[config.mk]
export PLATFORM = sky130hd
export DESIGN_NAME = eis_top
export DESIGN_NICKNAME = d
export VERILOG_FILES = /design/src/eis_pkg.sv /design/src/eis_sync.sv /design/src/eis_top.sv
export SDC_FILE = /design/constraint.sdc
export NUM_CORES = 1
export LEC_CHECK = 0
export BUFFER_PORTS_ARGS = -buffer_cell sky130_fd_sc_hd__buf_2
export CAP_MARGIN = 20
export CORE_ASPECT_RATIO = 0.6
export CORE_MARGIN = 2
export CORE_UTILIZATION = 54
export DETAILED_ROUTE_END_ITERATION = 8
export GPL_TIMING_DRIVEN = 0
export PLACE_DENSITY = 0.89
export SLEW_MARGIN = 5
export SYNTH_ARGS = -nofsm -noshare
export SYNTH_HDL_FRONTEND = slang
export SYNTH_SLANG_ARGS = --single-unit
[constraint.sdc]
create_clock -name i_sys_clk -period 2.5 [get_ports i_sys_clk]
set_clock_uncertainty 0.05 [all_clocks]
set_input_delay 0.375 -clock i_sys_clk [delete_from_list [all_inputs] [get_ports i_sys_clk]]
set_output_delay 0.375 -clock i_sys_clk [all_outputs]
set_load 0.005 [all_outputs]
[src/eis_pkg.sv]
package eis_pkg;
   // reset values of the sideband outputs
   localparam logic       RST_ERR_OUT   = 1'b0;
   localparam logic       RST_INTERNAL_ERROR_OUT      = 1'b0;
   localparam logic       RST_SNOOP     = 1'b0;
   // synchroniser depth for pin inputs
   localparam int         SYNC_STAGES   = 2;
   // cycles the soft-init sequencer spends clearing integer state
   localparam logic [3:0] INIT_CLR_CYC  = 4'h4;
   localparam int         INT_REGS      = 8;
   localparam int         REG_W         = 32;
   localparam logic [REG_W-1:0] RST_INT_REG = 32'h00000000;

   typedef enum logic [2:0] {
      EIS_RUN   = 3'b001,
      EIS_CLEAR = 3'b010,
      EIS_HOLD  = 3'b100
   } eis_init_t;
endpackage

[src/eis_sync.sv]
module eis_sync #(
   parameter int W = 1
) (
   // clock and reset
   input  wire logic         i_sys_clk,
   input  wire logic         i_nrst,
   // async in, synchronous out
   input  wire logic [W-1:0] i_async,
   output logic      [W-1:0] o_sync
);
   logic [W-1:0] meta_q;
   logic [W-1:0] sync_q;

   // first stage feeds only the second stage
   always_ff @(posedge i_sys_clk) begin
      if (!i_nrst) begin
         meta_q <= '0;
         sync_q <= '0;
      end else begin
         meta_q <= i_async;
         sync_q <= meta_q;
      end
   end

   assign o_sync = sync_q;
endmodule

[src/eis_top.sv]
// Overview of operation
// RULE1: with stop-clock idle, the error/break output shows an unmasked fp error.
// RULE2: with stop-clock active, the output shows a pending break event.
// RULE3: a snoop stall is requested by driving hit and hit-modified together.
// RULE4: a stall is extended by driving both again; both together from others is a stall.
// RULE5: the internal error output rises on an internal error.
// RULE6: the internal error output stays high until hard reset.
// RULE7: an internal error also requests one shutdown bus transaction.
// RULE8: while ignore-numeric-error is high, pending numeric errors are ignored.
// RULE9: otherwise a noncontrol fp instruction after an fp error raises an exception.
// RULE10: ignore-numeric-error has no effect when the numeric error enable bit is set.
// RULE11: system logic holds ignore-numeric-error valid by target ready of the io write.
// RULE12: soft init clears integer registers and leaves caches and fp registers alone.
// RULE13: after soft init, execution restarts at the configured reset vector.
// RULE14: snoop requests are still serviced while soft init is held.
// RULE15: soft init is an asynchronous input, synchronised before use.
// RULE16: soft init seen active at hard reset release selects built-in self-test.
// RULE17: the error/break output meaning follows the synchronised stop-clock level.
module eis_top
   import eis_pkg::*;
#(
   parameter int NREG = eis_pkg::INT_REGS,
   parameter int W    = eis_pkg::REG_W
) (
   // clock and reset
   input  wire logic         i_sys_clk,
   input  wire logic         i_nrst,
   // async pins, active high here
   input  wire logic         i_stop_clock_request,
   input  wire logic         i_ignore_numeric_error_in,
   input  wire logic         i_soft_init,
   // core events, same clock
   input  wire logic         i_fp_error,
   input  wire logic         i_fp_error_masked,
   input  wire logic         i_fp_error_clear,
   input  wire logic         i_break_pending,
   input  wire logic         i_internal_error,
   input  wire logic         i_numeric_error_enable_bit,
   input  wire logic         i_fp_noncontrol_issue,
   input  wire logic [W-1:0] i_reset_vector,
   input  wire logic         i_shutdown_ack,
   // snoop
   input  wire logic         i_snoop_req,
   input  wire logic         i_snoop_stall_need,
   input  wire logic         i_snoop_hit,
   input  wire logic         i_snoop_hit_modified,
   input  wire logic         i_snoop_hit_in,
   input  wire logic         i_snoop_hit_modified_in,
   // integer register write port
   input  wire logic         i_reg_we,
   input  wire logic [$clog2(NREG)-1:0] i_reg_sel,
   input  wire logic [W-1:0] i_reg_wdata,
   // outputs
   output logic              o_fp_error_break_event_out,
   output logic              o_internal_error_out,
   output logic              o_shutdown_req,
   output logic              o_fp_exception,
   output logic              o_fp_continue,
   output logic              o_snoop_hit,
   output logic              o_snoop_hit_modified,
   output logic              o_snoop_stall_seen,
   output logic              o_snoop_serviced,
   output logic              o_init_busy,
   output logic              o_restart,
   output logic [W-1:0]      o_restart_pc,
   output logic              o_bist_run,
   output logic [NREG*W-1:0] o_int_regs
);
   logic       stop_clock_request_s;
   logic       ignore_numeric_error_in_s;
   logic       init_s;
   logic       fp_pend_q,  fp_pend_d;
   logic       internal_error_out_q;
   logic       shut_q;
   logic       ferr_q;
   logic       hit_q, snoop_hit_modified_q;
   logic       init_prev_q;
   logic       rst_prev_q;
   logic       bist_q;
   logic       srv_q;
   logic       rest_q;
   logic [W-1:0] pc_q;
   logic [3:0] cnt_q;
   eis_init_t  st_q, st_d;

   // syncs keep running in reset so the soft-init strap is already
   // settled at the first edge after release
   eis_sync #(.W(3)) u_sync (
      .i_sys_clk (i_sys_clk),
      .i_nrst    (1'b1),
      .i_async   ({i_stop_clock_request, i_ignore_numeric_error_in,
                   i_soft_init}),
      .o_sync    ({stop_clock_request_s, ignore_numeric_error_in_s, init_s})  // RULE15
   );

   // numeric error handling
   wire fp_unmasked = i_fp_error & ~i_fp_error_masked;
   // set beats clear so an error in the clear cycle survives
   assign fp_pend_d = fp_unmasked | (fp_pend_q & ~i_fp_error_clear);
   // ne set: native exception, ignore pin is out of the picture
   wire ignore_ok  = ignore_numeric_error_in_s & ~i_numeric_error_enable_bit;  // RULE10
   wire take_exc   = i_fp_noncontrol_issue & fp_pend_q & ~ignore_ok; // RULE9
   wire go_on      = i_fp_noncontrol_issue & ~take_exc;      // RULE8
   // output meaning chosen by synced stop-clock level
   wire ferr_d     = stop_clock_request_s ? i_break_pending              // RULE2 RULE17
                              : fp_pend_d;                   // RULE1

   // snoop: stall drives both lines together, re-driven to extend
   wire stall_drv  = i_snoop_req & i_snoop_stall_need;      // RULE3 RULE4
   wire hit_d      = stall_drv | (i_snoop_req & i_snoop_hit);
   wire snoop_hit_modified_d     = stall_drv | (i_snoop_req & i_snoop_hit_modified);
   wire stall_in   = i_snoop_hit_in & i_snoop_hit_modified_in; // RULE4

   // soft-init edge and bist strap at reset release
   wire init_rise  = init_s & ~init_prev_q;

   always_comb begin
      st_d = st_q;
      case (st_q)
         EIS_RUN:   if (init_rise) st_d = EIS_CLEAR;
         EIS_CLEAR: if (cnt_q == INIT_CLR_CYC - 4'h1) st_d = EIS_HOLD;
         EIS_HOLD:  if (!init_s) st_d = EIS_RUN;
         default:   st_d = EIS_RUN;
      endcase
   end

   always_ff @(posedge i_sys_clk) begin
      if (!i_nrst) begin
         st_q <= EIS_RUN;
         cnt_q <= 4'h0;
         init_prev_q <= 1'b0;
      end else begin
         st_q <= st_d;
         cnt_q <= (st_q == EIS_CLEAR) ? cnt_q + 4'h1 : 4'h0;
         init_prev_q <= init_s;
      end
   end

   // integer registers only; caches and fp state live elsewhere
   genvar g;
   generate
      for (g = 0; g < NREG; g++) begin : g_reg
         logic [W-1:0] r_q;
         always_ff @(posedge i_sys_clk) begin
            if (!i_nrst || st_q == EIS_CLEAR) begin
               r_q <= RST_INT_REG;  // RULE12
            end else if (i_reg_we && i_reg_sel == g) begin
               r_q <= i_reg_wdata;
            end
         end
         assign o_int_regs[g*W +: W] = r_q;
      end
   endgenerate

   always_ff @(posedge i_sys_clk) begin
      if (!i_nrst) begin
         fp_pend_q <= 1'b0;
         ferr_q    <= RST_ERR_OUT;
         internal_error_out_q    <= RST_INTERNAL_ERROR_OUT;
         shut_q    <= 1'b0;
         hit_q     <= RST_SNOOP;
         snoop_hit_modified_q    <= RST_SNOOP;
         srv_q     <= 1'b0;
         rest_q    <= 1'b0;
         pc_q      <= '0;
         rst_prev_q <= 1'b0;
      end else begin
         fp_pend_q <= fp_pend_d;
         ferr_q    <= ferr_d;
         internal_error_out_q    <= internal_error_out_q | i_internal_error;           // RULE5 RULE6
         // one shutdown request at the first internal error after reset
         shut_q    <= (i_internal_error & ~internal_error_out_q)          // RULE7
                      | (shut_q & ~i_shutdown_ack);
         // snoops are answered in every init state
         hit_q     <= hit_d;                                // RULE14
         snoop_hit_modified_q    <= snoop_hit_modified_d;
         srv_q     <= i_snoop_req;                          // RULE14
         rest_q    <= (st_q == EIS_HOLD) & ~init_s;         // RULE13
         if ((st_q == EIS_HOLD) && !init_s) begin
            pc_q <= i_reset_vector;                         // RULE13
         end
         rst_prev_q <= 1'b1;
      end
   end

   // strap caught by the first clocked edge after reset release
   always_ff @(posedge i_sys_clk) begin
      if (!i_nrst) begin
         bist_q <= 1'b0;
      end else if (!rst_prev_q) begin
         bist_q <= init_s;                                  // RULE16
      end
   end

   assign o_fp_error_break_event_out = ferr_q;
   assign o_internal_error_out       = internal_error_out_q;
   assign o_shutdown_req             = shut_q;
   assign o_fp_exception             = take_exc;
   assign o_fp_continue              = go_on;
   assign o_snoop_hit                = hit_q;
   assign o_snoop_hit_modified       = snoop_hit_modified_q;
   assign o_snoop_stall_seen         = stall_in;
   assign o_snoop_serviced           = srv_q;
   assign o_init_busy                = (st_q != EIS_RUN);
   assign o_restart                  = rest_q;
   assign o_restart_pc               = pc_q;
   assign o_bist_run                 = bist_q;
endmodule

; ---- Yosys cells after proc, flatten, opt, wreduce, memory -nomap -nowiden
; Index checks and enable logic that the tools add are counted.
; Widths: inputs -> output; s select.
[totals]
input_bits = 87
wordCells = 89
output_inout_bits = 300
regBits = 312
[classes]
bitwise = 28
n_eq_ne = 15
addsub = 1
reduce_logical = 15
n_mux = 6
[ops]
columns = op, n
row1 = $eq 3x3->1 const B, 5
row2 = $and 1x1->1, 14
row3 = $eq 3x2->1 const B, 3
row4 = $logic_and 1x1->1, 9
row5 = $mux 3, 3
row6 = $not 1->1, 9
row7 = $pmux 3 s3, 1
row8 = $eq 3x1->1 const B, 2
row9 = $ne 2x2->1 const B, 3
row10 = $or 1x1->1, 5
row11 = $add 4x1->4 const B, 1
row12 = $eq 4x2->1 const B, 1
row13 = $logic_not 3->1, 1
row14 = $ne 3x1->1 const B, 1
row15 = $reduce_and 3->1, 1
row16 = $logic_not 1->1, 2
row17 = $mux 1, 2
row18 = $reduce_and 2->1, 1
row19 = $logic_or 1x1->1, 1

; ---- Depth between registers and ports, before layout
; Gate-level depths: netlist (run 1).
[depth]
depth_word = 6
depth_mapped = 6
ltp_nobuf = 4

; ---- By module
; A second synthesis (run 1) with hierarchy kept.
[unflattened]
hier_cells = 1391
hier_area_um2 = 11058.1
[modules_own_cells]
columns = module, instances, seq_area_each_um2, area_each_um2, cells_per_inst
row1 = eis_top, 1, 6125.9, 10900.5, 1379
row2 = eis_sync, 1, 120.1, 157.7, 12

; ---- Worst setup path before layout (run 1)
; No wires, ideal clock.
[synth_timing]
path_kind = in2reg
from = input port i_reg_sel[1]
to = register g_reg[0].r_q[10]
path_buffers = 2
arrival_ns = 1.286
required_ns = 2.330
setup_time_ns = 0.120
path_stages = 5
path_slack_ns = 1.044
path_cell_list = or4b_1 clkbuf_1 buf_2 nand2_1 a21oi_1
[synth_via]
elab_chain_cells = 2
[synth_rtl]
columns = element, line
row1 = "start, declared", eis_top.sv:51  ; input wire logic [$clog2(NREG)-1:0] i_reg_sel,
row2 = $logic_not 3->1, eis_top.sv:147  ; end else if (i_reg_we && i_reg_sel == g) begin
row3 = $logic_and 1x1->1, eis_top.sv:147
row4 = "end signal, assigned", eis_top.sv:148  ; r_q <= i_reg_wdata;
row5 = "end, declared", eis_top.sv:143  ; logic [W-1:0] r_q;
; No other way between the ends.
; A chain may end at the register's enable or synchronous reset.

; ---- Final worst setup path (run 1)
[layout_timing]
from = register st_q[0]
to = output port o_init_busy
[layout_via]
elab_chain_cells = 1
[layout_rtl]
columns = element, line
row1 = "start, declared", eis_top.sv:84  ; eis_init_t st_q, st_d;
row2 = "start signal, assigned", eis_top.sv:133  ; st_q <= st_d;
row3 = $ne 3x1->1, eis_top.sv:204  ; assign o_init_busy = (st_q != EIS_RUN);
row4 = "end, declared", eis_top.sv:63  ; output logic o_init_busy,
; No other way between the ends.

==> results.md, run 1 <==
- Antenna-violating nets left: 0
- Mapped Cells: 1381
- Initial antenna violation count: 0
- Post-route setup TNS: 0 ns
- Die area: 22000 um2
- Pin count of the biggest net entering global routing: 15
- Synth Flop Type: dfxtp_1
- Max Root-Sink Buffers: 3
- Die width: 190 um
- Via Count: 11052
- Final-report max-slew violation count: 0
- DR pass1 iterations: 5
- Post-synthesis sequential area ratio: 55.6%
- Area leader, netlist: dfxtp_1
- Crit path capture type: primary output
- Post-CTS setup repair buffer count: 0
- Min-Delay Path Class: in2reg
- Root Driver: clkbuf_16
- Yosys top cell area share: 55.6%
- Post-layout min period: 1.98 ns
- Global placement routability congestion: 0.890
- CTS tree: yes
- Post-route clock period utilization: 79.1%
- Worst r2r src: st_q[1]
- Hold endpoint: o_snoop_hit_modified
- Die Y: 116 um
- Num CTS Buffers: 28
- Routed wire per std cell: 18.0 um
- Fin. Hold Viols: 0
- Power Density: 695 nW/um2
- # setup viols final: 0
- CP max-delay cell: dfxtp_1
- Post-synthesis cell area: 11200 um2
- Synthesized Nets: 1469
- Max-cap viol count: 0
- Path depth of the worst reg2reg path: 5
- Largest cells by area after synthesis: dfxtp_1 (56%), nand2_1 (19%), a21oi_1 (11%), buf_4 (3.5%), buf_2 (2.5%)
- Nets: 1859
- Post-synthesis cell type count: 40
- Share of cells above drive strength 1: 28.3%
- R2R Setup Slk: 0.61 ns
- Crit-path cells: inv_1 -> or3_1 -> buf_2
- Post_cts resized: 0
- Post-layout util: 70.6%
- CORE AREA: 20200 um2
- Most numerous cell in the Yosys netlist: nand2_1
- Worst slew pin tran: 0.704 ns
- Skew-Pair Late Insertion Delay: 0.52 ns
- Mean Syn Cell Area: 8.14 um2
- First-pass GRT wire length: 55.4 mm
- Worst vdd ir: 0.000551 V
- Routed wire length: 37.2 mm
- Max Clk Rate: 506 MHz
- Commonest cells post-synth: nand2_1 (579), dfxtp_1 (312), a21oi_1 (256)
- FP Rows: 40
- Critical Path Source Type: flop
- # placed instances: 2008
- Status: finished clean
- Critical path's largest stage delay: 0.48 ns
- Yosys reg bits: 312
- Via/cell ratio: 5.36
- Async set-or-reset flop fraction in the synthesized netlist: 0%
- Clk pin slew, worst setup/hold paths: 0.06 ns
- CTS sink count: 312
- H-tree levels: 1
- RSZ-0062 raised after global routing: false
- Hold Path Origin: i_snoop_stall_need
- Slew HR: 53.1%
- Crit Path Class: reg2out
- EDFF count, synth: 0
- Hold Path Depth: 3
- DRT iter0 DRCs: 823
- Vias in the first global route: 10032
- WP data arrival: 1.55 ns
- P&R area growth vs syn: 26.9%
- PortBufs: 354
- Required time worst endpoint: 2.08 ns
- Ant. Diodes: 0
- Worst r2r dst: g_reg[2].r_q[17]
- Worst-path fanout max: 7
- Starting Density: 55.6%
- Total leakage power: 6.27 nW
- Worst setup path startpoint: st_q[0]
- Yosys warns: 0
- Total GRT Usage: 32.4%
- Final cell count without fillers: 2062
- Detailed Place HPWL: 27.6 mm
- GRT overflow: 0
- DRC: 0
- Io pins: 387
## power by group
group	switching, mW	leakage [nW]	internal [mW]	total, mW
sequential	0.0575	2.53	5.07	5.13
clock	1.79	0.416	2.29	4.08
combinational	0.445	3.33	0.259	0.704
## critical path: cells and delay by family, from the launching register on
| kind | cells | cell delay, ns |
|---|---|---|
| simple gates | 1 | 0.31 |
| buf+inv | 2 | 0.25 |
| flops | 1 | 0.48 |
## through the flow
stage	cell area [um2]	hold WS, ns	worst slack (ns)	power (mW)
2_1_floorplan	11200	0.260	1.04	5.60
3_3_place_gp	13400	0.262	0.616	5.90
3_5_place_dp	13400	0.262	0.589	5.92
4_1_cts	14300	0.00792	0.508	9.94
5_1_grt	14300	0.00949	0.456	10.2
6_report	14300	0.0253	0.523	9.92
## layout by cell type, fill, tap and decap left out, types with 3 or more instances in the layout
| master | count |
|---|---|
| and4b_1 | 3 |
| clkbuf_1 | 36 |
| a21boi_1 | 30 |
| nand2_1 | 579 |
| dlygate4sd3_1 | 6 |
| nand4bb_1 | 3 |
| dfxtp_1 | 312 |
| clkbuf_16 | 29 |
| inv_1 | 9 |
| nor2_1 | 8 |
| and4bb_2 | 3 |
| buf_4 | 52 |
| a21oi_1 | 256 |
| buf_2 | 410 |
| nand4b_1 | 3 |
| and2_1 | 6 |
| buf_6 | 3 |
## flip-flops by register name (all words and copies together), names as in the netlist, 3 cells and up
name	cells
g.r_q	256
o_restart_pc	32
cnt_q	4
st_q	3
u_sync.meta_q	3
u_sync.o_sync	3
## how the worst max path moves through the flow
stage / end / slack, ns / cells after the start
2_1_floorplan: g_reg[0].r_q[10] / 1.04 / 5
3_3_place_gp: g_reg[2].r_q[15] / 0.62 / 6
3_5_place_dp: g_reg[2].r_q[23] / 0.59 / 6
4_1_cts: o_init_busy / 0.51 / 3
5_1_grt: o_init_busy / 0.46 / 3
6_report: o_init_busy / 0.52 / 3
## metal layers
layer | track usage, % | part of all wire (%) | vias to the layer above
met5 | 0 | 0 | -
met4 | 7.80 | 2.2 | 0
met1 | 44.0 | 42 | 5247
li1 | - | - | 5192
met3 | 7.33 | 9.9 | 73
met2 | 52.9 | 46 | 540
## logic make-up after synthesis
| group | share of synthesized area (%) |
|---|---|
| AO/OA/AOI/OAI | 14.1 |
| XOR/XNOR | 0.156 |
| adder cells (fa/ha/maj) | 0.111 |
| buffers and inverters | 7.37 |
| flip-flops | 55.6 |
| multiplexers | 0.0891 |
| AND/OR/NAND/NOR | 22.6 |
## area by class of cell
type / instances / area (um2)
buffer: 135 / 795
clock buffer: 43 / 798
clock inverter: 5 / 57.6
fill: 1582 / 5950
inverter: 9 / 33.8
multi-input combinational: 925 / 4170
sequential: 312 / 6250
tap: 273 / 342
timing repair buffer: 360 / 1830
## repair_timing
item                                    in CTS  in global routing
hold buffers                                 6                  0
endpoints found under the setup margin       0                  0
endpoints found under the hold margin        6                  0
(Power assumes the default switching activity.)
==> run 2, diff against run 1 <==
Settings changed: CORE_UTILIZATION 54 to 50, PLACE_DENSITY 0.89 to 0.84.
Clock period 2.5 ns to 2 ns, I/O delays scaled along.
==> run 2 against run 1 <==
Net effect:
- clock-buffer cell count shrank 3
- power is 33% higher
- first-iteration DRC count decreased by 5.3%
- sequential share of layout area fell by 1.7 points
- routed wire length up 11%
- critical endpoint is now o_snoop_hit
==> results.md, run 2 (synthesized netlist as in run 1, its figures left out) <==
- Area of the multi-input gates: 4170 um2 (about the same)
- Fillers: 1726 (+9.1%)
- Max Clk Rate: 506 MHz
- Slew HR: 53.5% (+0.50 points)
- P&R area growth vs syn: 32.1%
- Detailed Place HPWL: 28.5 mm (+3.5%)
- H-tree levels: 1 (unchanged)
- Worst-path fanout max: 1 (-6)
- GRT overflow: 0 (unchanged)
- Int Pwr: 10.0 mW (+31%)
- PortBufs: 354 (unchanged)
- Pin count of the biggest net entering global routing: 17 (+2)
- Crit Path Class: in2reg
- Die Y: 120 um (+3.8%)
- FP Rows: 42 (+5.0%)
- Global placement routability congestion: 0.870 (-2.2%)
- Status: finished clean
- Post-route setup TNS: 0 ns (unchanged)
- # setup viols final: 0 (unchanged)
- DRT iter0 DRCs: 779 (-5.3%)
- Min-Delay Path Class: in2reg
- Met3 Track Usage GR: 10.5% (+3.2 points)
- Starting Density: 50.9% (-4.7 points)
- CTS sink count: 312 (unchanged)
- Die width: 198 um (+3.8%)
- Via/cell ratio: 5.40 (+0.67%)
- Share of cells above drive strength 1: 28.6% (+0.30 points)
- FF+latch area: 6250 um2 (about the same)
- Skew-Pair Late Insertion Delay: 0.55 ns (+0.03 ns)
- Post-layout min period: 1.98 ns
- DRC: 0 (unchanged)
- Net switching power: 3.15 mW (+38%)
- WP data arrival: 2.35 ns (+0.80 ns)
- Root Driver: clkbuf_16
- Sequential power share: 48.8% (-2.9 points)
- First-pass GRT wire length: 60.8 mm (+9.9%)
- CORE AREA: 22100 um2 (+9.2%)
- M1 GR Usage: 42.6% (-1.4 points)
- Power Density: 886 nW/um2 (+27%)
- Gr busiest metal: met2
- M2 GR Usage: 53.3% (+0.31 points)
- Routed wire per std cell: 19.5 um (+7.9%)
- Routed wire length: 41.3 mm (+11%)
- Total GRT Usage: 33.6% (+1.2 points)
- Nets: 1899 (+2.2%)
- CTS tree: yes
- Post-layout util: 67.3% (-3.3 points)
- Max Root-Sink Buffers: 3 (unchanged)
- Most common cell after layout, fill and taps aside: nand2_1
- Fin. Hold Viols: 0 (unchanged)
- Biggest register: g.r_q
- Post-route clock period utilization: 98.8%
- Max reg flops: 256 (unchanged)
- Antenna-violating nets left: 0 (unchanged)
- Total leakage power: 6.52 nW (+3.9%)
- RSZ-0062 raised after global routing: false
- Die area: 23700 um2 (+7.8%)
- Vias in the first global route: 11008 (+9.7%)
- Final-report max-slew violation count: 0 (unchanged)
- Max-cap viol count: 0 (unchanged)
- Clk pin slew, worst setup/hold paths: 0.07 ns (about the same)
- Sw frac: 24.0% (+0.87 points)
- Required time worst endpoint: 2.37 ns (+0.29 ns)
- Via Count: 11439 (+3.5%)
- Comb pwr share: 7.4% (+0.3 points)
- Io pins: 387 (unchanged)
- Num CTS Buffers: 29 (+3.6%)
- Critical Path Source Type: primary input
- Worst slew pin tran: 0.694 ns (-0.0104 ns)
- Worst vdd ir: 0.000713 V (+29%)
- Initial antenna violation count: 1 (+1)
- Crit path capture type: flop
- Highest-count cells in the layout ignoring fill and taps: nand2_1 (579), buf_2 (408), dfxtp_1 (311)
- DR pass1 iterations: 6 (+1)
- Post-CTS setup repair buffer count: 0 (unchanged)
- Clock Power Share: 43.8% (+2.6 points)
[run 2: cell count changes in the layout (fill, tap and decap cells not counted), sizes merged]
cell	previous run	this run
buf	465	463
bufinv	1	2
diode	0	1
clkbuf	67	65
dlygate4sd3	6	46
inv	9	11
clkinvlp	0	5
[run 2: final timing paths]
| check | from | endpoint | slack [ns] | cells after the start |
|---|---|---|---|---|
| min reg2reg | u_sync.meta_q[2] | u_sync.o_sync[2] | 0.28 | 0 |
| max reg2reg | st_q[1] | g_reg[2].r_q[5] | 0.16 | 5 |
| min | i_reg_wdata[11] | g_reg[0].r_q[11] | 0.02 | 3 |
| max | i_snoop_hit | o_snoop_hit | 0.02 | 6 |
[run 2: power by group through the flow]
stage,Combinational [mW],Clock [mW],Sequential [mW]
after floorplan,0.445,0,6.56
after global placement,0.849,0,6.54
after detailed placement,0.867,0,6.55
after CTS,0.943,5.79,6.41
after global routing,1.04,6.08,6.43
final,0.973,5.77,6.42
[run 2: area by class of cell]
class                   count  share of cell area (%)
flip-flops and latches    312                    42.1
well taps                 286                    2.41
multi-input cells         925                    28.1
inverters                   9                   0.228
diodes                      1                  0.0169
clock buffers              40                    5.77
clock inverters            13                    1.01
repair buffers            400                    15.0
plain buffers             134                    5.37
[run 2: through the flow]
stage	total power, mW	area, um2	setup slack (ns)	instances	hold WS [ns]
6_report	13.2	14800	0.0245	2120	0.0237
5_1_grt	13.5	14800	0.0258	2120	0.0173
4_1_cts	13.2	14800	0.0101	2120	0.000679
3_5_place_dp	7.42	13400	0.0623	2021	0.268
3_3_place_gp	7.39	13400	0.128	2021	0.261
2_1_floorplan	7.00	11200	0.588	1381	0.260
[run 2: worst max-delay path: stages]
cell,delay [ns]
dlygate4sd3_1,0.53
buf_2,0.12
nor2_1,0.15
dlygate4sd3_1,0.62
nor2_1,0.06
dlygate4sd3_1,0.57
[run 2: what timing repair did]
item | in CTS | in global routing
setup endpoints to repair | 0 | 128
endpoints found under the hold margin | 42 | 0
resized for setup | 0 | 6
hold buffers | 46 | 0
[run 2: layer usage]
metal	share of wire (%)	wire length (um)
met5	0	0
met4	3.9	1600
met3	11	4450
met2	45	18400
met1	41	16800
==> run 3, diff against run 2 <==
Settings changed: CELL_PAD_IN_SITES_DETAIL_PLACEMENT set to 1, CELL_PAD_IN_SITES_GLOBAL_PLACEMENT set to 2, CORE_UTILIZATION 50 to 28, REMOVE_ABC_BUFFERS set to 1.
==> run 3 against run 2 <==
Net effect:
- register-to-register slack about the same
- routed wire length increased by 11%
- combinational power grew 5%
- power rose by 2.8%
- utilization down 28 points
==> results.md, run 3 (synthesized netlist as in run 1, its figures left out) <==
- Most common cell after layout, fill and taps aside: nand2_1
- Ant. Diodes: 0 (-1)
- CTS sink count: 312 (unchanged)
- DR pass1 iterations: 6 (unchanged)
- # setup viols final: 0 (unchanged)
- FF+latch area: 6250 um2 (about the same)
- First-pass GRT wire length: 69.1 mm (+14%)
- Final-report max-slew violation count: 0 (unchanged)
- Antenna-violating nets left: 0 (unchanged)
- Vias in the first global route: 11258 (+2.3%)
- Via/cell ratio: 4.72 (-12%)
- Slew HR: 23.7% (-30 points)
- Initial antenna violation count: 0 (-1)
- Die Y: 159 um (+33%)
- Fillers: 4748 (+180%)
- DRC: 0 (unchanged)
- Crit Path Class: in2reg
- Total leakage power: 6.59 nW (+1.1%)
- Min-Delay Path Class: in2reg
- R2R Setup Slk: 0.16 ns (about the same)
- Starting Density: 28.6% (-22 points)
- Path depth of the worst reg2reg path: 6 (+1)
- RSZ-0062 raised after global routing: false
- Via Count: 10973 (-4.1%)
- Post-route clock period utilization: 93.9% (-4.9 points)
- Area of the multi-input gates: 4220 um2 (+1.2%)
- WP data arrival: 2.28 ns (-0.07 ns)
- Worst setup path startpoint: i_snoop_hit_modified
- PortBufs: 386 (+9.0%)
- DRT iter0 DRCs: 531 (-32%)
- Global placement routability congestion: 0.744 (-14%)
- CP max-delay cell: dlygate4sd3_1
- Hold Path Origin: i_reg_wdata[0]
- Die area: 41800 um2 (+76%)
- Worst-path fanout max: 1 (unchanged)
- Routed wire per std cell: 19.7 um (+1.2%)
- Power Density: 870 nW/um2 (-1.8%)
- DP Worst Slack: -0.576 ns (-0.638 ns)
- Hold endpoint: g_reg[4].r_q[0]
- Crit path capture type: flop
- Nets: 1865 (-1.8%)
- Placed Area: 13600 um2 (+1.9%)
- CP Buf/Inv Count: 4 (unchanged)
- Critical Path Source Type: primary input
- Detailed Place HPWL: 31.0 mm (+8.4%)
- P&R area growth vs syn: 38.1%
- Met3 wire length: 3.24 mm (-27%)
- Highest Signal Layer: met4
- WL met2: 20.9 mm (+14%)
- Io pins: 387 (unchanged)
- Num CTS Buffers: 31 (+6.9%)
- Required time worst endpoint: 2.41 ns (+0.04 ns)
- Share of cells above drive strength 1: 27.3% (-1.4 points)
- Post-layout min period: 1.88 ns (-0.0982 ns)
- H-tree levels: 1 (unchanged)
- Total GRT Usage: 21.1% (-12 points)
- Dominant cell type by count on the critical path: dlygate4sd3_1
- Root Driver: clkbuf_16
- Pin count of the biggest net entering global routing: 48 (+31)
- Worst r2r src: st_q[2]
- GRT overflow: 0 (unchanged)
- Biggest register: g.r_q
- Max Root-Sink Buffers: 3 (unchanged)
- Die width: 263 um (+33%)
- Worst vdd ir: 0.000534 V (-25%)
- Setup WS post-layout: 0.123 ns (+0.0982 ns)
- Top delay family on crit path: buffers and inverters
- Hold Path Depth: 3 (unchanged)
- CORE AREA: 39300 um2 (+78%)
- Final instance area: 15500 um2 (+4.6%)
- FP Rows: 56 (+33%)
- Worst r2r dst: g_reg[3].r_q[30]
- CP Depth: 6 (unchanged)
- Critical path's largest stage delay: 0.60 ns (-0.02 ns)
- Max Clk Rate: 533 MHz (+5.2%)
- Highest-count cells in the layout ignoring fill and taps: nand2_1 (579), buf_2 (386), dfxtp_1 (310)
- CTS tree: yes
- Max reg flops: 256 (unchanged)
- Fin. Hold Viols: 0 (unchanged)
- Max-cap viol count: 0 (unchanged)
- Routed wire length: 45.8 mm (+11%)
- Status: finished clean
- Met1 Wirelength: 20.3 mm (+21%)
- Worst slew pin tran: 1.14 ns (+0.450 ns)
- Skew-Pair Late Insertion Delay: 0.58 ns (+0.03 ns)
- Clk pin slew, worst setup/hold paths: 0.07 ns (about the same)
- Crit-path cells: dlygate4sd3_1 -> buf_2 -> nor2_1 -> dlygate4sd3_1 -> nor2_1 -> dlygate4sd3_1
-- run 3: cell types whose count changed in the layout (fill, tap and decap cells not counted), sizes merged, moves of 2 or more --
cell         before  now
clkbuf           65   45
dlygate4sd3      46   75
buf             463  421
clkinvlp          5    3
clkinv            4    6
-- run 3: layout make-up --
cell class	count	share of cell area (%)
well taps	522	4.21
multi-input cells	925	27.2
clock inverters	13	0.975
flip-flops and latches	312	40.3
repair buffers	498	21.4
clock buffers	44	5.76
inverters	9	0.218
-- run 3: how the worst max path moves through the flow --
stage                                end
floorplan                g_reg[0].r_q[0]
global placement        g_reg[5].r_q[12]
detailed placement      g_reg[1].r_q[25]
CTS                     g_reg[3].r_q[30]
global route                 o_init_busy
finish              o_snoop_hit_modified
-- run 3: where the power goes --
part	internal [mW]	total, mW	switching (mW)
Combinational	0.429	1.02	0.587
Clock	3.49	6.09	2.60
Sequential	6.34	6.41	0.0689
-- run 3: worst register-to-register path, cell delays in order, from the launching register on --
cell and delay (ns):
dfxtp_1 0.39, nand2b_1 0.23, o21ai_4 0.17, clkbuf_16 0.22
buf_16 0.27, buf_12 0.29, a21oi_1 0.10
-- run 3: metrics by stage --
step	TNS (ns)	total power, mW	instances	hold slack, ns	util [%]
global route	0	14.1	2323	0.0107	39.5
finish	0	13.5	2323	0.0166	39.5
floorplan	-1813.60	6.86	1246	0.260	-
global placement	-3166.89	7.35	2154	0.262	33.2
detailed placement	-70.27	7.44	2183	0.263	34.7
CTS	0	13.7	2317	0.00147	39.3
-- run 3: what timing repair did --
| item | CTS | global route |
|---|---|---|
| pin swaps | 1 | 1 |
| endpoints found under the setup margin | 188 | 81 |
| setup buffers | 2 | 6 |
| hold buffers | 75 | 0 |
| gates cloned | 1 | 1 |
| endpoints found under the hold margin | 256 | 0 |
| gates resized for setup | 3 | 3 |
-- run 3: metal layers --
layer / up-vias / track usage, %
li1: 5205 / -
met1: 5371 / 27.8
met2: 316 / 34.3
met3: 81 / 5.72
met4: 0 / 5.25
met5: - / 0
